$ cat src/verilog/can_stat_regs.svh
`ifndef CAN_STAT_REGS_SVH
`define CAN_STAT_REGS_SVH

// ----------------------------------------------------------------
// Register map: each register owns a 16-byte slot
// ----------------------------------------------------------------
`define OFS_PENDING 8'h00
`define OFS_OVERFLOW 8'h10
`define OFS_TIMER 8'h20
`define OFS_MASK0 8'h30
`define SLOT_PENDING 4'h0
`define SLOT_OVERFLOW 4'h1
`define SLOT_TIMER 4'h2
`define SLOT_MASK0 4'h3
`define SLOT_MASK3 4'h6

// ----------------------------------------------------------------
// Alias offsets inside a slot, word index in paddr[3:2]
// ----------------------------------------------------------------
`define ALIAS_BASE 2'h0
`define ALIAS_CLEAR 2'h1
`define ALIAS_SET 2'h2
`define ALIAS_INVERT 2'h3

// ----------------------------------------------------------------
// Reset values and writable bits
// ----------------------------------------------------------------
`define RESET_WORD 32'h0000_0000
`define TIMER_WRITABLE 32'hffff_ffff
`define MASK_WRITABLE 32'hffeb_ffff

// ----------------------------------------------------------------
// Field positions
// ----------------------------------------------------------------
`define STAMP_HI 31
`define STAMP_LO 16
`define PRESCALE_HI 15
`define PRESCALE_LO 0
`define MASK_STD_HI 31
`define MASK_STD_LO 21
`define MASK_TYPE_BIT 19
`define MASK_EXT_HI 17
`define MASK_EXT_LO 0

// ----------------------------------------------------------------
// Mode and code values
// ----------------------------------------------------------------
`define MODE_CONFIG 3'h4
`define CODE_NONE 7'h40
`define STAMP_MAX 16'hffff

`endif

$ cat src/verilog/can_stat_pkg.sv
`default_nettype none
package can_stat_pkg;

  // Register update requested by one bus write
  typedef enum logic [2:0] {op_none, op_write, op_clear, op_set, op_invert} alias_op_t;

  // Applies a base, clear, set or invert write to the writable bits only
  function automatic logic [31:0] alias_apply(alias_op_t op, logic [31:0] old, logic [31:0] data,
                                              logic [31:0] valid);
    logic [31:0] res;
    res = old;
    case (op)
      op_write: res = (old & ~valid) | (data & valid);
      op_clear: res = old & ~(data & valid);
      op_set: res = old | (data & valid);
      op_invert: res = old ^ (data & valid);
      default: res = old;
    endcase
    return res;
  endfunction

endpackage

`default_nettype wire

$ cat src/verilog/stamp_timer.sv
`timescale 1ns/1ps
`default_nettype none
`include "can_stat_regs.svh"

module stamp_timer (
  // Clock and reset
  input wire logic pclk,
  input wire logic presetn,
  // Control
  input wire logic stamp_capture_enable,
  input var can_stat_pkg::alias_op_t op,
  input wire logic [31:0] wdata,
  // State
  output logic [31:0] value,
  output logic tick,
  output logic wrap
);
  import can_stat_pkg::*;

  logic [15:0] pre_count;
  logic [16:0] next_pre_count;

  // Prescale 0 and 1 both give one step per clock
  always_comb begin
    next_pre_count = {1'b0, pre_count} + 17'h00001;
    tick = stamp_capture_enable && (next_pre_count >= {1'b0, value[`PRESCALE_HI:`PRESCALE_LO]});
    wrap = tick && (value[`STAMP_HI:`STAMP_LO] == `STAMP_MAX) && (op == op_none);
  end

  // Prescaler; any write restarts the period so software sees a full first step
  always_ff @(posedge pclk or negedge presetn) begin
    if (!presetn) begin
      pre_count <= 16'h0000;
    end else if (op != op_none) begin
      pre_count <= 16'h0000;
    end else if (!stamp_capture_enable) begin
      pre_count <= pre_count;
    end else if (tick) begin
      pre_count <= 16'h0000;
    end else begin
      pre_count <= next_pre_count[15:0];
    end
  end

  // Count and prescale word; a bus write wins over a step in the same cycle
  always_ff @(posedge pclk or negedge presetn) begin
    if (!presetn) begin
      value <= `RESET_WORD;
    end else if (op != op_none) begin
      value <= alias_apply(op, value, wdata, `TIMER_WRITABLE);
    end else if (tick) begin
      value[`STAMP_HI:`STAMP_LO] <= value[`STAMP_HI:`STAMP_LO] + 16'h0001;
    end
  end
endmodule

`default_nettype wire

$ cat src/verilog/mask_reg.sv
`timescale 1ns/1ps
`default_nettype none
`include "can_stat_regs.svh"

module mask_reg (
  // Clock and reset
  input wire logic pclk,
  input wire logic presetn,
  // Register access
  input var can_stat_pkg::alias_op_t op,
  input wire logic [31:0] wdata,
  input wire logic [2:0] operating_mode_state,
  output logic [31:0] value,
  // Identifier compare, [28:18] standard part, [17:0] extended part
  input wire logic [28:0] filter_id,
  input wire logic filter_extended_flag,
  input wire logic [28:0] msg_id,
  input wire logic msg_extended,
  output logic match
);
  import can_stat_pkg::*;

  logic std_ok;
  logic ext_ok;
  logic type_ok;

  // Writes outside configuration mode are dropped silently
  always_ff @(posedge pclk or negedge presetn) begin
    if (!presetn) begin
      value <= `RESET_WORD;
    end else if (op != op_none && operating_mode_state == `MODE_CONFIG) begin
      value <= alias_apply(op, value, wdata, `MASK_WRITABLE);
    end
  end

  // Masked compare; a zero mask bit is don't-care
  always_comb begin
    std_ok = ((value[`MASK_STD_HI:`MASK_STD_LO] & (filter_id[28:18] ^ msg_id[28:18])) == 11'h000);
    ext_ok = ((value[`MASK_EXT_HI:`MASK_EXT_LO] & (filter_id[17:0] ^ msg_id[17:0])) == 18'h00000);
    type_ok = !value[`MASK_TYPE_BIT] || (filter_extended_flag == msg_extended);
    match = type_ok && std_ok && (ext_ok || !msg_extended);
  end
endmodule

`default_nettype wire

$ cat src/verilog/can_stat_timer_masks.sv
`timescale 1ns/1ps
`default_nettype none
`include "can_stat_regs.svh"

// Notes on behaviour
// - Pending register mirrors per-FIFO enabled interrupt pending levels, read only.
// - Word at slot plus 0x4 clears written-one bits of the base register.
// - Word at slot plus 0x8 sets written-one bits of the base register.
// - Word at slot plus 0xC toggles written-one bits of the base register.
// - Overflow register mirrors per-FIFO receive overflow levels, read only.
// - Sixteen-bit stamp count in bits 31-16 steps while capture is enabled.
// - Prescale field 15-0 sets the step period; zero steps every clock.
// - Timer register holds still while capture enable is low.
// - Any timer write restarts the prescaler, prescale field untouched.
// - Four acceptance masks, each usable in filter compares.
// - Mask bits 31-21 select standard identifier bits that must match.
// - Mask bits 17-0 select extended identifier bits that must match.
// - Mask bit 19 set demands frame type equal filter extended flag.
// - Mask bits 20 and 18 always read zero.
// - Mask writes land only in configuration mode, code 100.
// - All these registers reset to zero.
// - Stamp count overflow raises the timer overflow flag.
// - Interrupt code reports the lowest pending FIFO number.
module can_stat_timer_masks #(
  parameter int NUM_FIFOS = 32,
  parameter int NUM_MASKS = 4
) (
  // APB slave
  input wire logic pclk,
  input wire logic presetn,
  input wire logic psel,
  input wire logic penable,
  input wire logic pwrite,
  input wire logic [7:0] paddr,
  input wire logic [31:0] pwdata,
  output logic [31:0] prdata,
  output logic pready,
  output logic pslverr,
  // Controller state, same clock
  input wire logic [31:0] fifo_irq_pending,
  input wire logic [31:0] rx_overflow_flags,
  input wire logic stamp_capture_enable,
  input wire logic [2:0] operating_mode_state,
  // Identifier compare request
  input wire logic [1:0] mask_select,
  input wire logic [28:0] filter_id,
  input wire logic filter_extended_flag,
  input wire logic [28:0] msg_id,
  input wire logic msg_extended,
  // Results
  output logic filter_match,
  output logic [6:0] interrupt_code,
  output logic stamp_overflow_flag,
  output logic [15:0] stamp_count
);
  import can_stat_pkg::*;

  // ----------------------------------------------------------------
  // Elaboration checks
  // ----------------------------------------------------------------
  if (NUM_FIFOS != 32) begin : g_fifo_check
    $error("NUM_FIFOS must be 32");
  end
  if (NUM_MASKS != 4) begin : g_mask_check
    $error("NUM_MASKS must be 4");
  end

  // ----------------------------------------------------------------
  // Declarations
  // ----------------------------------------------------------------
  logic [31:0] pending_q;
  logic [31:0] overflow_q;
  logic [31:0] timer_value;
  logic timer_tick;
  logic timer_wrap;
  logic [31:0] mask_value [NUM_MASKS];
  logic [NUM_MASKS-1:0] mask_match;
  alias_op_t bus_op;
  alias_op_t timer_op;
  alias_op_t mask_op [NUM_MASKS];
  logic [3:0] slot;
  logic [1:0] alias_idx;
  logic [1:0] mask_idx;
  logic is_mask;
  logic mapped;
  logic wr_fire;
  logic [31:0] next_prdata;
  logic [6:0] next_code;

  // ----------------------------------------------------------------
  // Address decode
  // ----------------------------------------------------------------
  // Slot in paddr[7:4], alias word in paddr[3:2]
  always_comb begin
    slot = paddr[7:4];
    alias_idx = paddr[3:2];
    is_mask = (slot >= `SLOT_MASK0) && (slot <= `SLOT_MASK3);
    mask_idx = 2'(slot - `SLOT_MASK0);
    mapped = (paddr[1:0] == 2'h0) &&
             (slot == `SLOT_PENDING || slot == `SLOT_OVERFLOW || slot == `SLOT_TIMER || is_mask);
    wr_fire = psel && penable && pwrite && pready;
    if (alias_idx == `ALIAS_CLEAR) begin
      bus_op = op_clear;
    end else if (alias_idx == `ALIAS_SET) begin
      bus_op = op_set;
    end else if (alias_idx == `ALIAS_INVERT) begin
      bus_op = op_invert;
    end else begin
      bus_op = op_write;
    end
  end

  // Per-register write requests; status slots take no writes
  always_comb begin
    timer_op = (wr_fire && mapped && slot == `SLOT_TIMER) ? bus_op : op_none;
    for (int i = 0; i < NUM_MASKS; i++) begin
      mask_op[i] = (wr_fire && mapped && is_mask && mask_idx == 2'(i)) ? bus_op : op_none;
    end
  end

  // ----------------------------------------------------------------
  // APB answer
  // ----------------------------------------------------------------
  // Alias reads give zero, software must not rely on them
  always_comb begin
    next_prdata = 32'h0000_0000;
    if (!pwrite && mapped && alias_idx == `ALIAS_BASE) begin
      if (slot == `SLOT_PENDING) begin
        next_prdata = pending_q;
      end else if (slot == `SLOT_OVERFLOW) begin
        next_prdata = overflow_q;
      end else if (slot == `SLOT_TIMER) begin
        next_prdata = timer_value;
      end else if (is_mask) begin
        next_prdata = mask_value[mask_idx];
      end
    end
  end

  // One registered answer per setup: pready is high in the first access cycle
  always_ff @(posedge pclk or negedge presetn) begin
    if (!presetn) begin
      pready <= 1'b0;
      pslverr <= 1'b0;
      prdata <= 32'h0000_0000;
    end else begin
      pready <= psel && !penable;
      pslverr <= psel && !penable && !mapped;
      prdata <= (psel && !penable) ? next_prdata : 32'h0000_0000;
    end
  end

  // ----------------------------------------------------------------
  // Status mirrors
  // ----------------------------------------------------------------
  // Pure mirrors of FIFO logic; alias writes have no writable bits here
  always_ff @(posedge pclk or negedge presetn) begin
    if (!presetn) begin
      pending_q <= `RESET_WORD;
      overflow_q <= `RESET_WORD;
    end else begin
      pending_q <= fifo_irq_pending;
      overflow_q <= rx_overflow_flags;
    end
  end

  // Lowest pending FIFO wins the code
  always_comb begin
    next_code = `CODE_NONE;
    for (int i = NUM_FIFOS - 1; i >= 0; i--) begin
      if (pending_q[i]) begin
        next_code = 7'(i);
      end
    end
  end

  always_ff @(posedge pclk or negedge presetn) begin
    if (!presetn) begin
      interrupt_code <= `CODE_NONE;
    end else begin
      interrupt_code <= next_code;
    end
  end

  // ----------------------------------------------------------------
  // Time-stamp timer
  // ----------------------------------------------------------------
  stamp_timer u_timer (
    .pclk(pclk),
    .presetn(presetn),
    .stamp_capture_enable(stamp_capture_enable),
    .op(timer_op),
    .wdata(pwdata),
    .value(timer_value),
    .tick(timer_tick),
    .wrap(timer_wrap)
  );

  // Overflow pulse lines up with the count reading zero
  always_ff @(posedge pclk or negedge presetn) begin
    if (!presetn) begin
      stamp_overflow_flag <= 1'b0;
    end else begin
      stamp_overflow_flag <= timer_wrap;
    end
  end

  assign stamp_count = timer_value[`STAMP_HI:`STAMP_LO];

  // ----------------------------------------------------------------
  // Acceptance masks
  // ----------------------------------------------------------------
  for (genvar g = 0; g < NUM_MASKS; g++) begin : g_mask
    mask_reg u_mask (
      .pclk(pclk),
      .presetn(presetn),
      .op(mask_op[g]),
      .wdata(pwdata),
      .operating_mode_state(operating_mode_state),
      .value(mask_value[g]),
      .filter_id(filter_id),
      .filter_extended_flag(filter_extended_flag),
      .msg_id(msg_id),
      .msg_extended(msg_extended),
      .match(mask_match[g])
    );
  end

  // Registered so the compare path stays off the caller's timing
  always_ff @(posedge pclk or negedge presetn) begin
    if (!presetn) begin
      filter_match <= 1'b0;
    end else begin
      filter_match <= mask_match[mask_select];
    end
  end

  // ----------------------------------------------------------------
  // Checks
  // ----------------------------------------------------------------
  logic mask0_wr;
  assign mask0_wr = wr_fire && mapped && is_mask && mask_idx == 2'h0 && operating_mode_state == `MODE_CONFIG;

  pending_mirror_a: assert property (@(posedge pclk) disable iff (!presetn)
    ##1 pending_q == $past(fifo_irq_pending)) else $error("pending bits do not follow FIFO logic");

  mask_clear_a: assert property (@(posedge pclk) disable iff (!presetn)
    mask0_wr && alias_idx == `ALIAS_CLEAR |=> (mask_value[0] & $past(pwdata)) == 32'h0000_0000)
    else $error("clear alias left a bit set");

  mask_set_a: assert property (@(posedge pclk) disable iff (!presetn)
    mask0_wr && alias_idx == `ALIAS_SET |=>
    (mask_value[0] & $past(pwdata) & `MASK_WRITABLE) == ($past(pwdata) & `MASK_WRITABLE))
    else $error("set alias missed a bit");

  mask_invert_a: assert property (@(posedge pclk) disable iff (!presetn)
    mask0_wr && alias_idx == `ALIAS_INVERT |=>
    mask_value[0] == ($past(mask_value[0]) ^ ($past(pwdata) & `MASK_WRITABLE)))
    else $error("invert alias wrong");

  overflow_mirror_a: assert property (@(posedge pclk) disable iff (!presetn)
    ##1 overflow_q == $past(rx_overflow_flags)) else $error("overflow bits do not follow FIFO logic");

  timer_fast_a: assert property (@(posedge pclk) disable iff (!presetn)
    stamp_capture_enable && timer_value[15:0] == 16'h0000 && timer_op == op_none
    |=> stamp_count == 16'($past(stamp_count) + 16'h0001)) else $error("prescale zero must step every clock");

  timer_hold_a: assert property (@(posedge pclk) disable iff (!presetn)
    !stamp_capture_enable && timer_op == op_none |=> $stable(timer_value)) else $error("timer moved while frozen");

  prescale_restart_a: assert property (@(posedge pclk) disable iff (!presetn)
    timer_op != op_none |=> u_timer.pre_count == 16'h0000) else $error("write did not restart prescaler");

  mask_reserved_a: assert property (@(posedge pclk) disable iff (!presetn)
    ((mask_value[0] | mask_value[1] | mask_value[2] | mask_value[3]) & 32'h0014_0000) == 32'h0000_0000)
    else $error("unimplemented mask bit set");

  mask_locked_a: assert property (@(posedge pclk) disable iff (!presetn)
    wr_fire && is_mask && mask_idx == 2'h0 && operating_mode_state != `MODE_CONFIG |=> $stable(mask_value[0]))
    else $error("mask changed outside configuration mode");

  stamp_wrap_a: assert property (@(posedge pclk) disable iff (!presetn)
    timer_wrap |=> stamp_overflow_flag && stamp_count == 16'h0000) else $error("wrap not flagged");

  code_fifo0_a: assert property (@(posedge pclk) disable iff (!presetn)
    pending_q[0] |=> interrupt_code == 7'h00) else $error("FIFO 0 not reported");

  apb_ready_a: assert property (@(posedge pclk) disable iff (!presetn)
    psel && !penable |=> pready ##1 !pready) else $error("pready timing wrong");

  mask_write_c: cover property (@(posedge pclk) disable iff (!presetn) mask0_wr);
  stamp_wrap_c: cover property (@(posedge pclk) disable iff (!presetn) timer_wrap);
  bad_addr_c: cover property (@(posedge pclk) disable iff (!presetn) pready && pslverr);
  pending_read_c: cover property (@(posedge pclk) disable iff (!presetn)
    psel && penable && !pwrite && slot == `SLOT_PENDING && prdata != 32'h0000_0000);
endmodule

`default_nettype wire

$ cat config.mk
export PLATFORM = sky130hd
export DESIGN_NAME = can_stat_timer_masks
export DESIGN_NICKNAME = d
export VERILOG_FILES = /design/src/verilog/can_stat_pkg.sv /design/src/verilog/stamp_timer.sv /design/src/verilog/mask_reg.sv /design/src/verilog/can_stat_timer_masks.sv
export VERILOG_INCLUDE_DIRS = /design/src /design/src/verilog
export SDC_FILE = /design/constraint.sdc
export NUM_CORES = 1
export LEC_CHECK = 0
export BUFFER_PORTS_ARGS = -buffer_cell sky130_fd_sc_hd__buf_2
export CELL_PAD_IN_SITES_DETAIL_PLACEMENT = 1
export CELL_PAD_IN_SITES_GLOBAL_PLACEMENT = 1
export CORE_ASPECT_RATIO = 2
export CORE_UTILIZATION = 40
export CTS_CLUSTER_DIAMETER = 40
export DETAILED_ROUTE_END_ITERATION = 10
export PLACE_DENSITY_LB_ADDON = 0.12
export SETUP_SLACK_MARGIN = 0.2
export SLEW_MARGIN = 30
export SYNTH_ARGS = -nofsm -noshare
export SYNTH_HDL_FRONTEND = slang
export SYNTH_SLANG_ARGS = --single-unit
export TNS_END_PERCENT = 10
$ cat constraint.sdc
create_clock -name pclk -period 10.45 [get_ports pclk]
set_clock_uncertainty 0.05 [all_clocks]
set_input_delay 0.5225 -clock pclk [delete_from_list [all_inputs] [get_ports pclk]]
set_output_delay 0.5225 -clock pclk [all_outputs]
set_load 0.005 [all_outputs]
==> out/qor.csv, run 1 <==
stage,metric,value,unit
run_status,status,completed,
logic_synthesis,syn_inst,2364,
sta,holdWs,0.0253,ns
final_layout,ff_latch_area,7060,µm²
clocking,clkSinkCount,282,
clocking,tritoncts,yes,
sta,hold_viol_final,0,
critical_path,worst-setup-path-type,reg2reg,
die,die-area,54100,µm²
power,p_leak,11.7,nW
worst_hold_path,min_path_type,in2reg,
logic_synthesis,syn_avg_cell_area,8.99,µm²
route,detail-route-antenna-nets,0,
critical_path,reg2reg_depth,14,
critical_path,cp-start-kind,register,
route,dr.pass1.iters,5,
placement,post-dp-hpwl,65.5,mm
sta,setup_slack,6.20,ns
worst_hold_path,min_from,rx_overflow_flags[20],
global_route,grt_max_degree,121,
global_route,grt_pass1_vias,21900,
sta,post-route-min-period,4.25,ns
route,drt_iter0_markers,1348,
route,wl_per_cell,28.4,µm
critical_path,r2r_slack,6.20,ns
critical_path,critPathMaxStageDelay,0.76,ns
final_layout,drive_gt1_share,15.9,%
logic_synthesis,async_flop_share,100,%
final_layout,layout.nets,3071,
logic_synthesis,seq_area_frac_synth,33.2,%
power,vdd_drop_max,0.153,mV
final_layout,syn2layout_area_growth,18.4,%
placement,place_ws,6.22,ns
sta,fmax,0.236,GHz
worst_hold_path,hold_depth,1,
die,initial_core_util,40.4,%
clocking,post_cts_buffers,0,
final_layout,layout_commonest_cell,ha_1,
final_layout,fillers,6051,
route,vias,20400,
sta,finalCritPeriodShare,40.6,%
logic_synthesis,synth_flop_cell,dfrtp_1,
power,internal-power,2.32,mW
die,rows,119,
global_route,grt_usage,34.3,%
sta,tightest_slew,1.01,ns
sta,relSlewSlack,32.4,%
die,die_w,165,µm
logic_synthesis,synth_seq_cells,282,
critical_path,crit_fanout,18,
power,sw_frac_of_total,29.3,%
power,p_seq_share,35.1,%
logic_synthesis,syn_area,21300,µm²
route,drc,0,
logic_synthesis,synth_edf_count,0,
die,coreArea,52600,µm²
sta,setup_viol,0,
critical_path,path_buf_inv,0,
logic_synthesis,syn_nets,2869,
global_route,grt_pass1_wl,136,mm
clocking,cts-buffers-inserted,46,
clocking,clk_pin_slew_worst_paths,0.06,ns
run,max_cap_viol_count,0,
sta,finalSetupTns,0,ns
power,power_density,131,nW/µm²
power,clkPwrFrac,50.2,%
sta,rsz0062_at_grt,no,
route,routed_via_density,6.26,
power,pwr-share-comb,14.7,%
clocking,h-tree-depth,2,
global_route,antenna_found_initial,2,
critical_path,rr_endpoint,u_timer.value[22],
die,die_h,328,µm
route,drt-total-wl,92.6,mm
critical_path,critPathCaptureType,register,
critical_path,r2r-start,u_timer.pre_count[0],
critical_path,cp.required,10.90,ns
global_route,overflow,0,
critical_path,cp_cell_sequence,"ha_1, and3_4, nand3_4, nand2b_4, nor3_1, xor2_1, ha_1, a211o_1, a21oi_1, o21ai_0, o311a_1, nor2_2, o21ai_0, a211oi_2",
logic_synthesis,post_synth_num_cell_types,81,
critical_path,critPathTopFamily,simple AND/OR/NAND/NOR gates,
critical_path,slowest_stage,nor2_2,
placement,globalplace.congestion,0.933,
die,io_pins,234,
clocking,cts_buffer_depth,3,
placement,numPortBuffers,232,
worst_hold_path,min_to,overflow_q[20],
final_layout,layout_common_cells,"329 x ha_1, 316 x nor2_1, 281 x dfrtp_1",
power,p_switching,0.963,mW
logic_synthesis,yosysWarnings,0,
clocking,worstSkewPairLatency,0.58,ns
final_layout,multi_input_area,12800,µm²
sta,maxSlewViolCount,0,
critical_path,critPathArrivalTime,4.69,ns
clocking,cts_root_buf,clkbuf_16,
what timing repair did:
item / 4_1_cts / 5_1_grt
endpoints found under the setup margin: 0 / 0
hold endpoints to repair: 126 / 1
hold buffers: 59 / 1
resized for setup: 0 / 0
cells in the mapped netlist (all sizes together), types with 6 or more instances:
cell type | instances | area [µm²]
o21ai | 73 | 365
nand4 | 13 | 81.3
a22oi | 109 | 818
a2111oi | 36 | 323
nor3 | 19 | 100
o22ai | 15 | 93.8
a22o | 35 | 307
dfrtp | 281 | 7030
a21oi | 236 | 1180
inv | 200 | 751
clkbuf | 123 | 462
buf | 48 | 275
a221oi | 39 | 348
nand2 | 99 | 372
nor2 | 326 | 1230
and2 | 6 | 37.5
xor2 | 37 | 324
nor4 | 14 | 87.6
ha | 330 | 4130
mux4 | 32 | 721
a211oi | 82 | 626
and3 | 8 | 55.1
nand3 | 38 | 203
a31oi | 37 | 231
o31ai | 44 | 330
xnor2 | 8 | 70.1
layer usage:
layer / routed length, µm / global-route usage [%] / vias to the layer above
met5: 0 / 0 / -
li1: - / - / 8928
met1: 32200 / 35.0 / 10400
met4: 8350 / 28.0 / 0
met2: 48200 / 61.6 / 788
met3: 3900 / 4.00 / 328
kinds of logic (layout without fill, tap and decap cells):
group / count (synthesis) / count (layout) / share of synthesized area, %
AOI/OAI and AO/OA: 755 / 755 / 24.0
xor gates and xnor gates: 45 / 45 / 1.85
DFF: 282 / 282 / 33.2
muxes: 33 / 33 / 3.44
and+or+nand+nor: 547 / 547 / 11.1
adders and majority gates: 330 / 330 / 19.4
other: 1 / 3 / 0.0176
buffers and inverters: 371 / 607 / 7.00
flip-flops by register name, indices dropped and copies added (netlist names):
register / count
pready: 1
u_timer.value: 32
interrupt_code: 6
pending_q: 32
g_mask.u_mask.value: 128
overflow_q: 32
stamp_overflow_flag: 1
u_timer.pre_count: 16
prdata: 32
pslverr: 1
filter_match: 1
cell type report:
type,count,share of cell area [%]
antenna,2,0.0199
clock buffer,60,5.19
clock inverter,22,1.22
inverter,200,2.98
multi-input combinational,1711,51.0
sequential,282,28.1
tap,665,3.31
timing repair buffer,325,8.22
power groups by stage:
stage / logic [mW] / clock network (mW) / registers [mW]
finish: 0.484 / 1.65 / 1.15
global route: 0.523 / 1.71 / 1.15
CTS: 0.484 / 1.68 / 1.15
detailed placement: 0.462 / 0 / 1.17
global placement: 0.448 / 0 / 1.17
floorplan: 0.254 / 0 / 1.16
worst max-delay path by stage:
stage,cells after the start,from,end
2_1_floorplan,16,u_timer.pre_count[0],u_timer.value[30]
3_3_place_gp,14,u_timer.pre_count[0],u_timer.value[22]
3_5_place_dp,12,paddr[4],u_timer.value[27]
4_1_cts,14,u_timer.pre_count[0],u_timer.value[22]
5_1_grt,14,u_timer.pre_count[0],u_timer.value[22]
6_report,14,u_timer.pre_count[0],u_timer.value[22]
per-stage QoR:
step / instance area, µm² / power, mW / std cells / util, %
2_1_floorplan: 21300 / 1.41 / 2364 / -
3_3_place_gp: 22900 / 1.62 / 3121 / 43.5
3_5_place_dp: 22900 / 1.63 / 3123 / 43.6
4_1_cts: 25100 / 3.31 / 3264 / 47.8
5_1_grt: 25200 / 3.38 / 3267 / 47.9
6_report: 25200 / 3.28 / 3267 / 47.9
Power figures use the tool's default switching activity.
==> run 2, diff against run 1 <==
Clock period 10.45 ns to 3.6 ns, I/O delays scaled along.
==> run 2 against run 1 <==
First-iteration DRC count is 17% lower. Via count grew 1.6%. Final cell count rose by 3.4%. Register-to-register slack worse by 6.1 ns. Utilization rose by 2.4 points. Power rose to 2.9 times the previous value. Non-clock buffer count grew 111. Critical path type unchanged. Largest cell class unchanged. Highest routed layer is now met5.
==> out/qor.csv, run 2 (synthesis gave the netlist of run 1 again) <==
stage,metric,value,unit
route,wl_per_cell,28.1,µm
final_layout,layout_commonest_cell,ha_1,
route,routed_via_density,6.15,
sta,finalCritPeriodShare,95.9,%
critical_path,path_buf_inv,3,
die,die_h,328,µm
critical_path,cp_cell_sequence,"ha_2, and3_4, nand3_4, nand2b_4, nor3_4, xor2_2, ha_1, buf_4, nand4_1, nor4_2, a41oi_2, o41ai_4, buf_6, buf_6, o31a_4, o22a_1",
sta,tightest_slew,0.898,ns
sta,rsz0062_at_grt,yes,
placement,placed_area,23400,µm²
sta,fmax,0.290,GHz
power,vdd_drop_max,0.415,mV
placement,numPortBuffers,232,
clocking,cts-buffers-inserted,45,
final_layout,largest_register_ffs,128,
final_layout,design_area,26400,µm²
global_route,grt_pass1_wl,140,mm
route,vias,20800,
critical_path,reg2reg_depth,16,
critical_path,slowest_stage,o31a_4,
critical_path,critPathTopFamily,compound AO/OA/AOI/OAI gates,
die,die-area,54100,µm²
critical_path,worst-setup-path-type,reg2reg,
die,io_pins,234,
die,rows,119,
sta,holdWs,0.0385,ns
clocking,cts_buffer_depth,3,
critical_path,crit_fanout,5,
final_layout,utilization,50.3,%
critical_path,cp_num_cells,16,
final_layout,layout_common_cells,"327 x ha_1, 314 x nor2_1, 281 x dfrtp_1",
sta,post-route-min-period,3.45,ns
die,coreArea,52600,µm²
clocking,h-tree-depth,2,
critical_path,critPathCaptureType,register,
clocking,clkSinkCount,282,
route,drt_iter0_markers,1116,
critical_path,crit_top_cell,buf_6,
power,p_leak,12.3,nW
global_route,grt_max_degree,72,
sta,maxSlewViolCount,0,
placement,globalplace.congestion,0.905,
final_layout,fillers,6023,
final_layout,top_register,g_mask.u_mask.value,
final_layout,antenna_cells,0,
run,max_cap_viol_count,0,
route,drc,0,
clocking,cts_root_buf,clkbuf_16,
global_route,antenna_found_initial,1,
final_layout,drive_gt1_share,19.2,%
critical_path,cp.required,4.01,ns
global_route,grt_usage,35.3,%
die,die_w,165,µm
sta,setup_viol,0,
final_layout,syn2layout_area_growth,24.4,%
global_route,grt_pass1_vias,22500,
final_layout,fin_cells,3379,
route,dr.pass1.iters,6,
run_status,status,completed,
sta,relSlewSlack,38.6,%
clocking,worstSkewPairLatency,0.58,ns
final_layout,layout.nets,3182,
critical_path,critPathMaxStageDelay,0.38,ns
global_route,overflow,0,
critical_path,cp-start-kind,register,
clocking,tritoncts,yes,
placement,dpl.cell_count,3175,
route,detail-route-antenna-nets,0,
route,drt-total-wl,94.9,mm
sta,hold_viol_final,0,
sta,setup_slack,0.149,ns
die,initial_core_util,40.4,%
sta,finalSetupTns,0,ns
placement,post-dp-hpwl,68.0,mm
placement,place_ws,-0.135,ns
critical_path,critPathArrivalTime,3.86,ns
power,p_total,9.55,mW
worst_hold_path,min_path_type,in2reg,
power,power_density,361,nW/µm²
worst_hold_path,hold_depth,3,
clocking,clk_pin_slew_worst_paths,0.06,ns
## run 2: power breakdown
part	total, mW	leakage (nW)	internal [mW]	switching [mW]
combinational	1.57	8.03	0.584	0.984
sequential	3.33	3.54	3.24	0.0867
clock	4.65	0.770	2.75	1.90
## run 2: final timing paths
| kind | start | endpoint | slack (ns) |
|---|---|---|---|
| setup / recovery | u_timer.pre_count[1] | u_timer.value[26] | 0.15 |
| hold / removal | pwdata[13] | g_mask[1].u_mask.value[13] | 0.04 |
| setup reg to reg | u_timer.pre_count[1] | u_timer.value[26] | 0.15 |
| hold reg to reg | g_mask[0].u_mask.value[20] | g_mask[0].u_mask.value[20] | 0.33 |
| max in group asynchronous | presetn | g_mask[0].u_mask.value[25] | 2.37 |
| min in group asynchronous | presetn | g_mask[1].u_mask.value[31] | 0.13 |
## run 2: layout make-up
type	count	area [µm²]	area share, %
clock buffer	52	1230	4.67
clock inverter	32	360	1.36
inverter	200	751	2.84
multi-input combinational	1712	13100	49.4
sequential	282	7060	26.7
tap	665	832	3.15
timing repair buffer	436	3130	11.8
## run 2: tightest hold or removal path, cell delays in order
cell and delay, ns:
buf_2 0.15, a21oi_1 0.17, a31oi_1 0.11
## run 2: routing by layer
layer	part of all wire [%]	GRT usage (%)	routed length, µm
met5	0.011	0	10
met4	9.6	30.1	9150
met2	51	62.7	48800
met3	4.3	4.61	4070
met1	35	35.8	32800
## run 2: repair_timing
action | in CTS | in global routing
setup endpoints to repair | 33 | 33
hold endpoints to repair | 175 | 0
cloned | 1 | 1
hold buffers | 101 | 0
pin swaps | 11 | 42
gates resized for setup | 13 | 41
setup buffers | 8 | 9
==> run 3, diff against run 2 <==
Settings changed: RECOVER_POWER set to 50.
Clock period 3.6 ns to 4 ns, I/O delays scaled along.
==> run 3 against run 2 <==
The flow now finishes with violations (capacitance limit, slew limit). Hold slack got worse by 0.016 ns. Sequential cell count unchanged. Highest routed layer unchanged. Maximum frequency decreased by 4.5%. Sequential share of layout area increased by 0.75 points. Critical path type unchanged. Clock power decreased by 11%.
==> out/qor.csv, run 3 (synthesis gave the netlist of run 1 again) <==
stage,metric,value,unit
die,rows,119,
global_route,antenna_found_initial,5,
global_route,grt_pass1_vias,22600,
global_route,met3_usage,5.05,%
critical_path,r2r-start,u_timer.pre_count[0],
final_layout,layout_commonest_cell,ha_1,
run_status,violations,"capacitance limit, slew limit",
die,die_h,328,µm
critical_path,critPathArrivalTime,4.07,ns
worst_hold_path,hold_depth,3,
sta,finalCritPeriodShare,90.4,%
sta,setup_slack,0.385,ns
run_status,status,"complete, but fails checks",
placement,place_ws,0.0574,ns
sta,fmax,0.277,GHz
clocking,h-tree-depth,2,
worst_hold_path,min_from,pwdata[8],
die,die_w,165,µm
worst_hold_path,min_path_type,in2reg,
clocking,worstSkewPairLatency,0.58,ns
final_layout,multi_input_area,12900,µm²
final_layout,largest_register_ffs,128,
route,dr.pass1.iters,10,
critical_path,critPathCaptureType,register,
clocking,cts-buffers-inserted,45,
power,p_leak,11.9,nW
clocking,clk_pin_slew_worst_paths,0.06,ns
clocking,clkSinkCount,282,
die,coreArea,52600,µm²
power,p_total,8.50,mW
global_route,grtUsageMet2,62.4,%
final_layout,syn2layout_area_growth,21.0,%
critical_path,cp.required,4.45,ns
critical_path,rr_endpoint,u_timer.value[20],
route,wl_per_cell,28.5,µm
global_route,grt_usage,35.5,%
sta,hold_viol_final,0,
sta,rsz0062_at_grt,yes,
run,max_cap_viol_count,1,
die,initial_core_util,40.4,%
critical_path,crit_fanout,15,
sta,setup_viol,0,
placement,numPortBuffers,232,
critical_path,worst-setup-path-type,reg2reg,
worst_hold_path,min_to,g_mask[1].u_mask.value[8],
power,vdd_drop_max,0.409,mV
final_layout,fillers,6048,
critical_path,r2r_slack,0.39,ns
route,drc,0,
sta,tightest_slew,2.71,ns
final_layout,design_area,25700,µm²
final_layout,top_register,g_mask.u_mask.value,
clocking,tritoncts,yes,
route,drt-total-wl,95.3,mm
route,vias,20700,
global_route,grt_max_degree,94,
global_route,grt.busiest_layer,met2,
final_layout,ff_latch_area,7060,µm²
die,io_pins,234,
route,drt_iter0_markers,1158,
sta,post-route-min-period,3.61,ns
global_route,use_met1,35.3,%
die,die-area,54100,µm²
sta,finalSetupTns,0,ns
sta,maxSlewViolCount,87,
placement,placed_area,23100,µm²
sta,relSlewSlack,-80.6,%
final_layout,layout.nets,3139,
clocking,cts_root_buf,clkbuf_16,
placement,post-dp-hpwl,68.3,mm
placement,globalplace.congestion,0.946,
critical_path,reg2reg_depth,15,
route,detail-route-antenna-nets,0,
global_route,overflow,0,
final_layout,drive_gt1_share,15.4,%
power,power_density,331,nW/µm²
critical_path,cp-start-kind,register,
global_route,grt_pass1_wl,140,mm
final_layout,layout_common_cells,"328 x ha_1, 316 x nor2_1, 281 x dfrtp_1",
clocking,cts_buffer_depth,3,
route,routed_via_density,6.20,
-- run 3: how the worst max path moves through the flow --
| stage | startpoint | to | slack, ns |
|---|---|---|---|
| 2_1_floorplan | u_timer.pre_count[0] | u_timer.value[30] | 0.47 |
| 6_report | u_timer.pre_count[0] | u_timer.value[20] | 0.39 |
| 3_3_place_gp | u_timer.pre_count[0] | u_timer.value[22] | 0.18 |
| 3_5_place_dp | u_timer.pre_count[0] | u_timer.value[22] | 0.06 |
| 4_1_cts | u_timer.pre_count[1] | u_timer.value[18] | 0.21 |
| 5_1_grt | presetn | g_mask[2].u_mask.value[27] | 0.13 |
-- run 3: critical path, stage by stage (launching register included) --
cell and delay, ns:
dfrtp_1 0.40, ha_4 0.17, and3_4 0.23, nand3_4 0.11, nand2b_4 0.20, buf_4 0.15, xnor2_1 0.12, ha_1 0.31
nand4_1 0.22, nor4_2 0.36, a41oi_2 0.20, o41ai_4 0.13, nor2_2 0.10, buf_12 0.18, or4_4 0.51, o211ai_2 0.08
-- run 3: through the flow --
stage	util [%]	hold WS [ns]	std cells
global route	48.9	0.0118	3336
finish	48.9	0.0221	3337
CTS	48.9	0.00221	3331
floorplan	-	-0.146	2364
detailed placement	44.0	0.259	3147
global placement	44.0	0.256	3147
-- run 3: layer usage --
metal	share of wire, %	up-vias
met1	34	10400
met3	4.5	370
met2	51	797
met4	11	4
met5	0.031	-
li1	-	9093
-- run 3: area by class of cell --
class	count	share of cell area [%]
inverter	200	2.92
timing repair buffer	394	10.2
sequential	282	27.5
antenna	3	0.0292
clock inverter	26	1.34
multi-input combinational	1711	50.1
clock buffer	56	4.66
tap	665	3.24
-- run 3: what timing repair did --
item	in CTS	in global routing
setup endpoints to repair	17	23
pin swaps	4	7
hold buffers	93	0
endpoints found under the hold margin	180	0
setup buffers	9	3
resized for setup	3	12
-- run 3: report_power, final --
| group | internal (mW) | switching [mW] | total, mW |
|---|---|---|---|
| clock | 2.50 | 1.67 | 4.16 |
| sequential | 2.92 | 0.0851 | 3.01 |
| combinational | 0.477 | 0.851 | 1.33 |
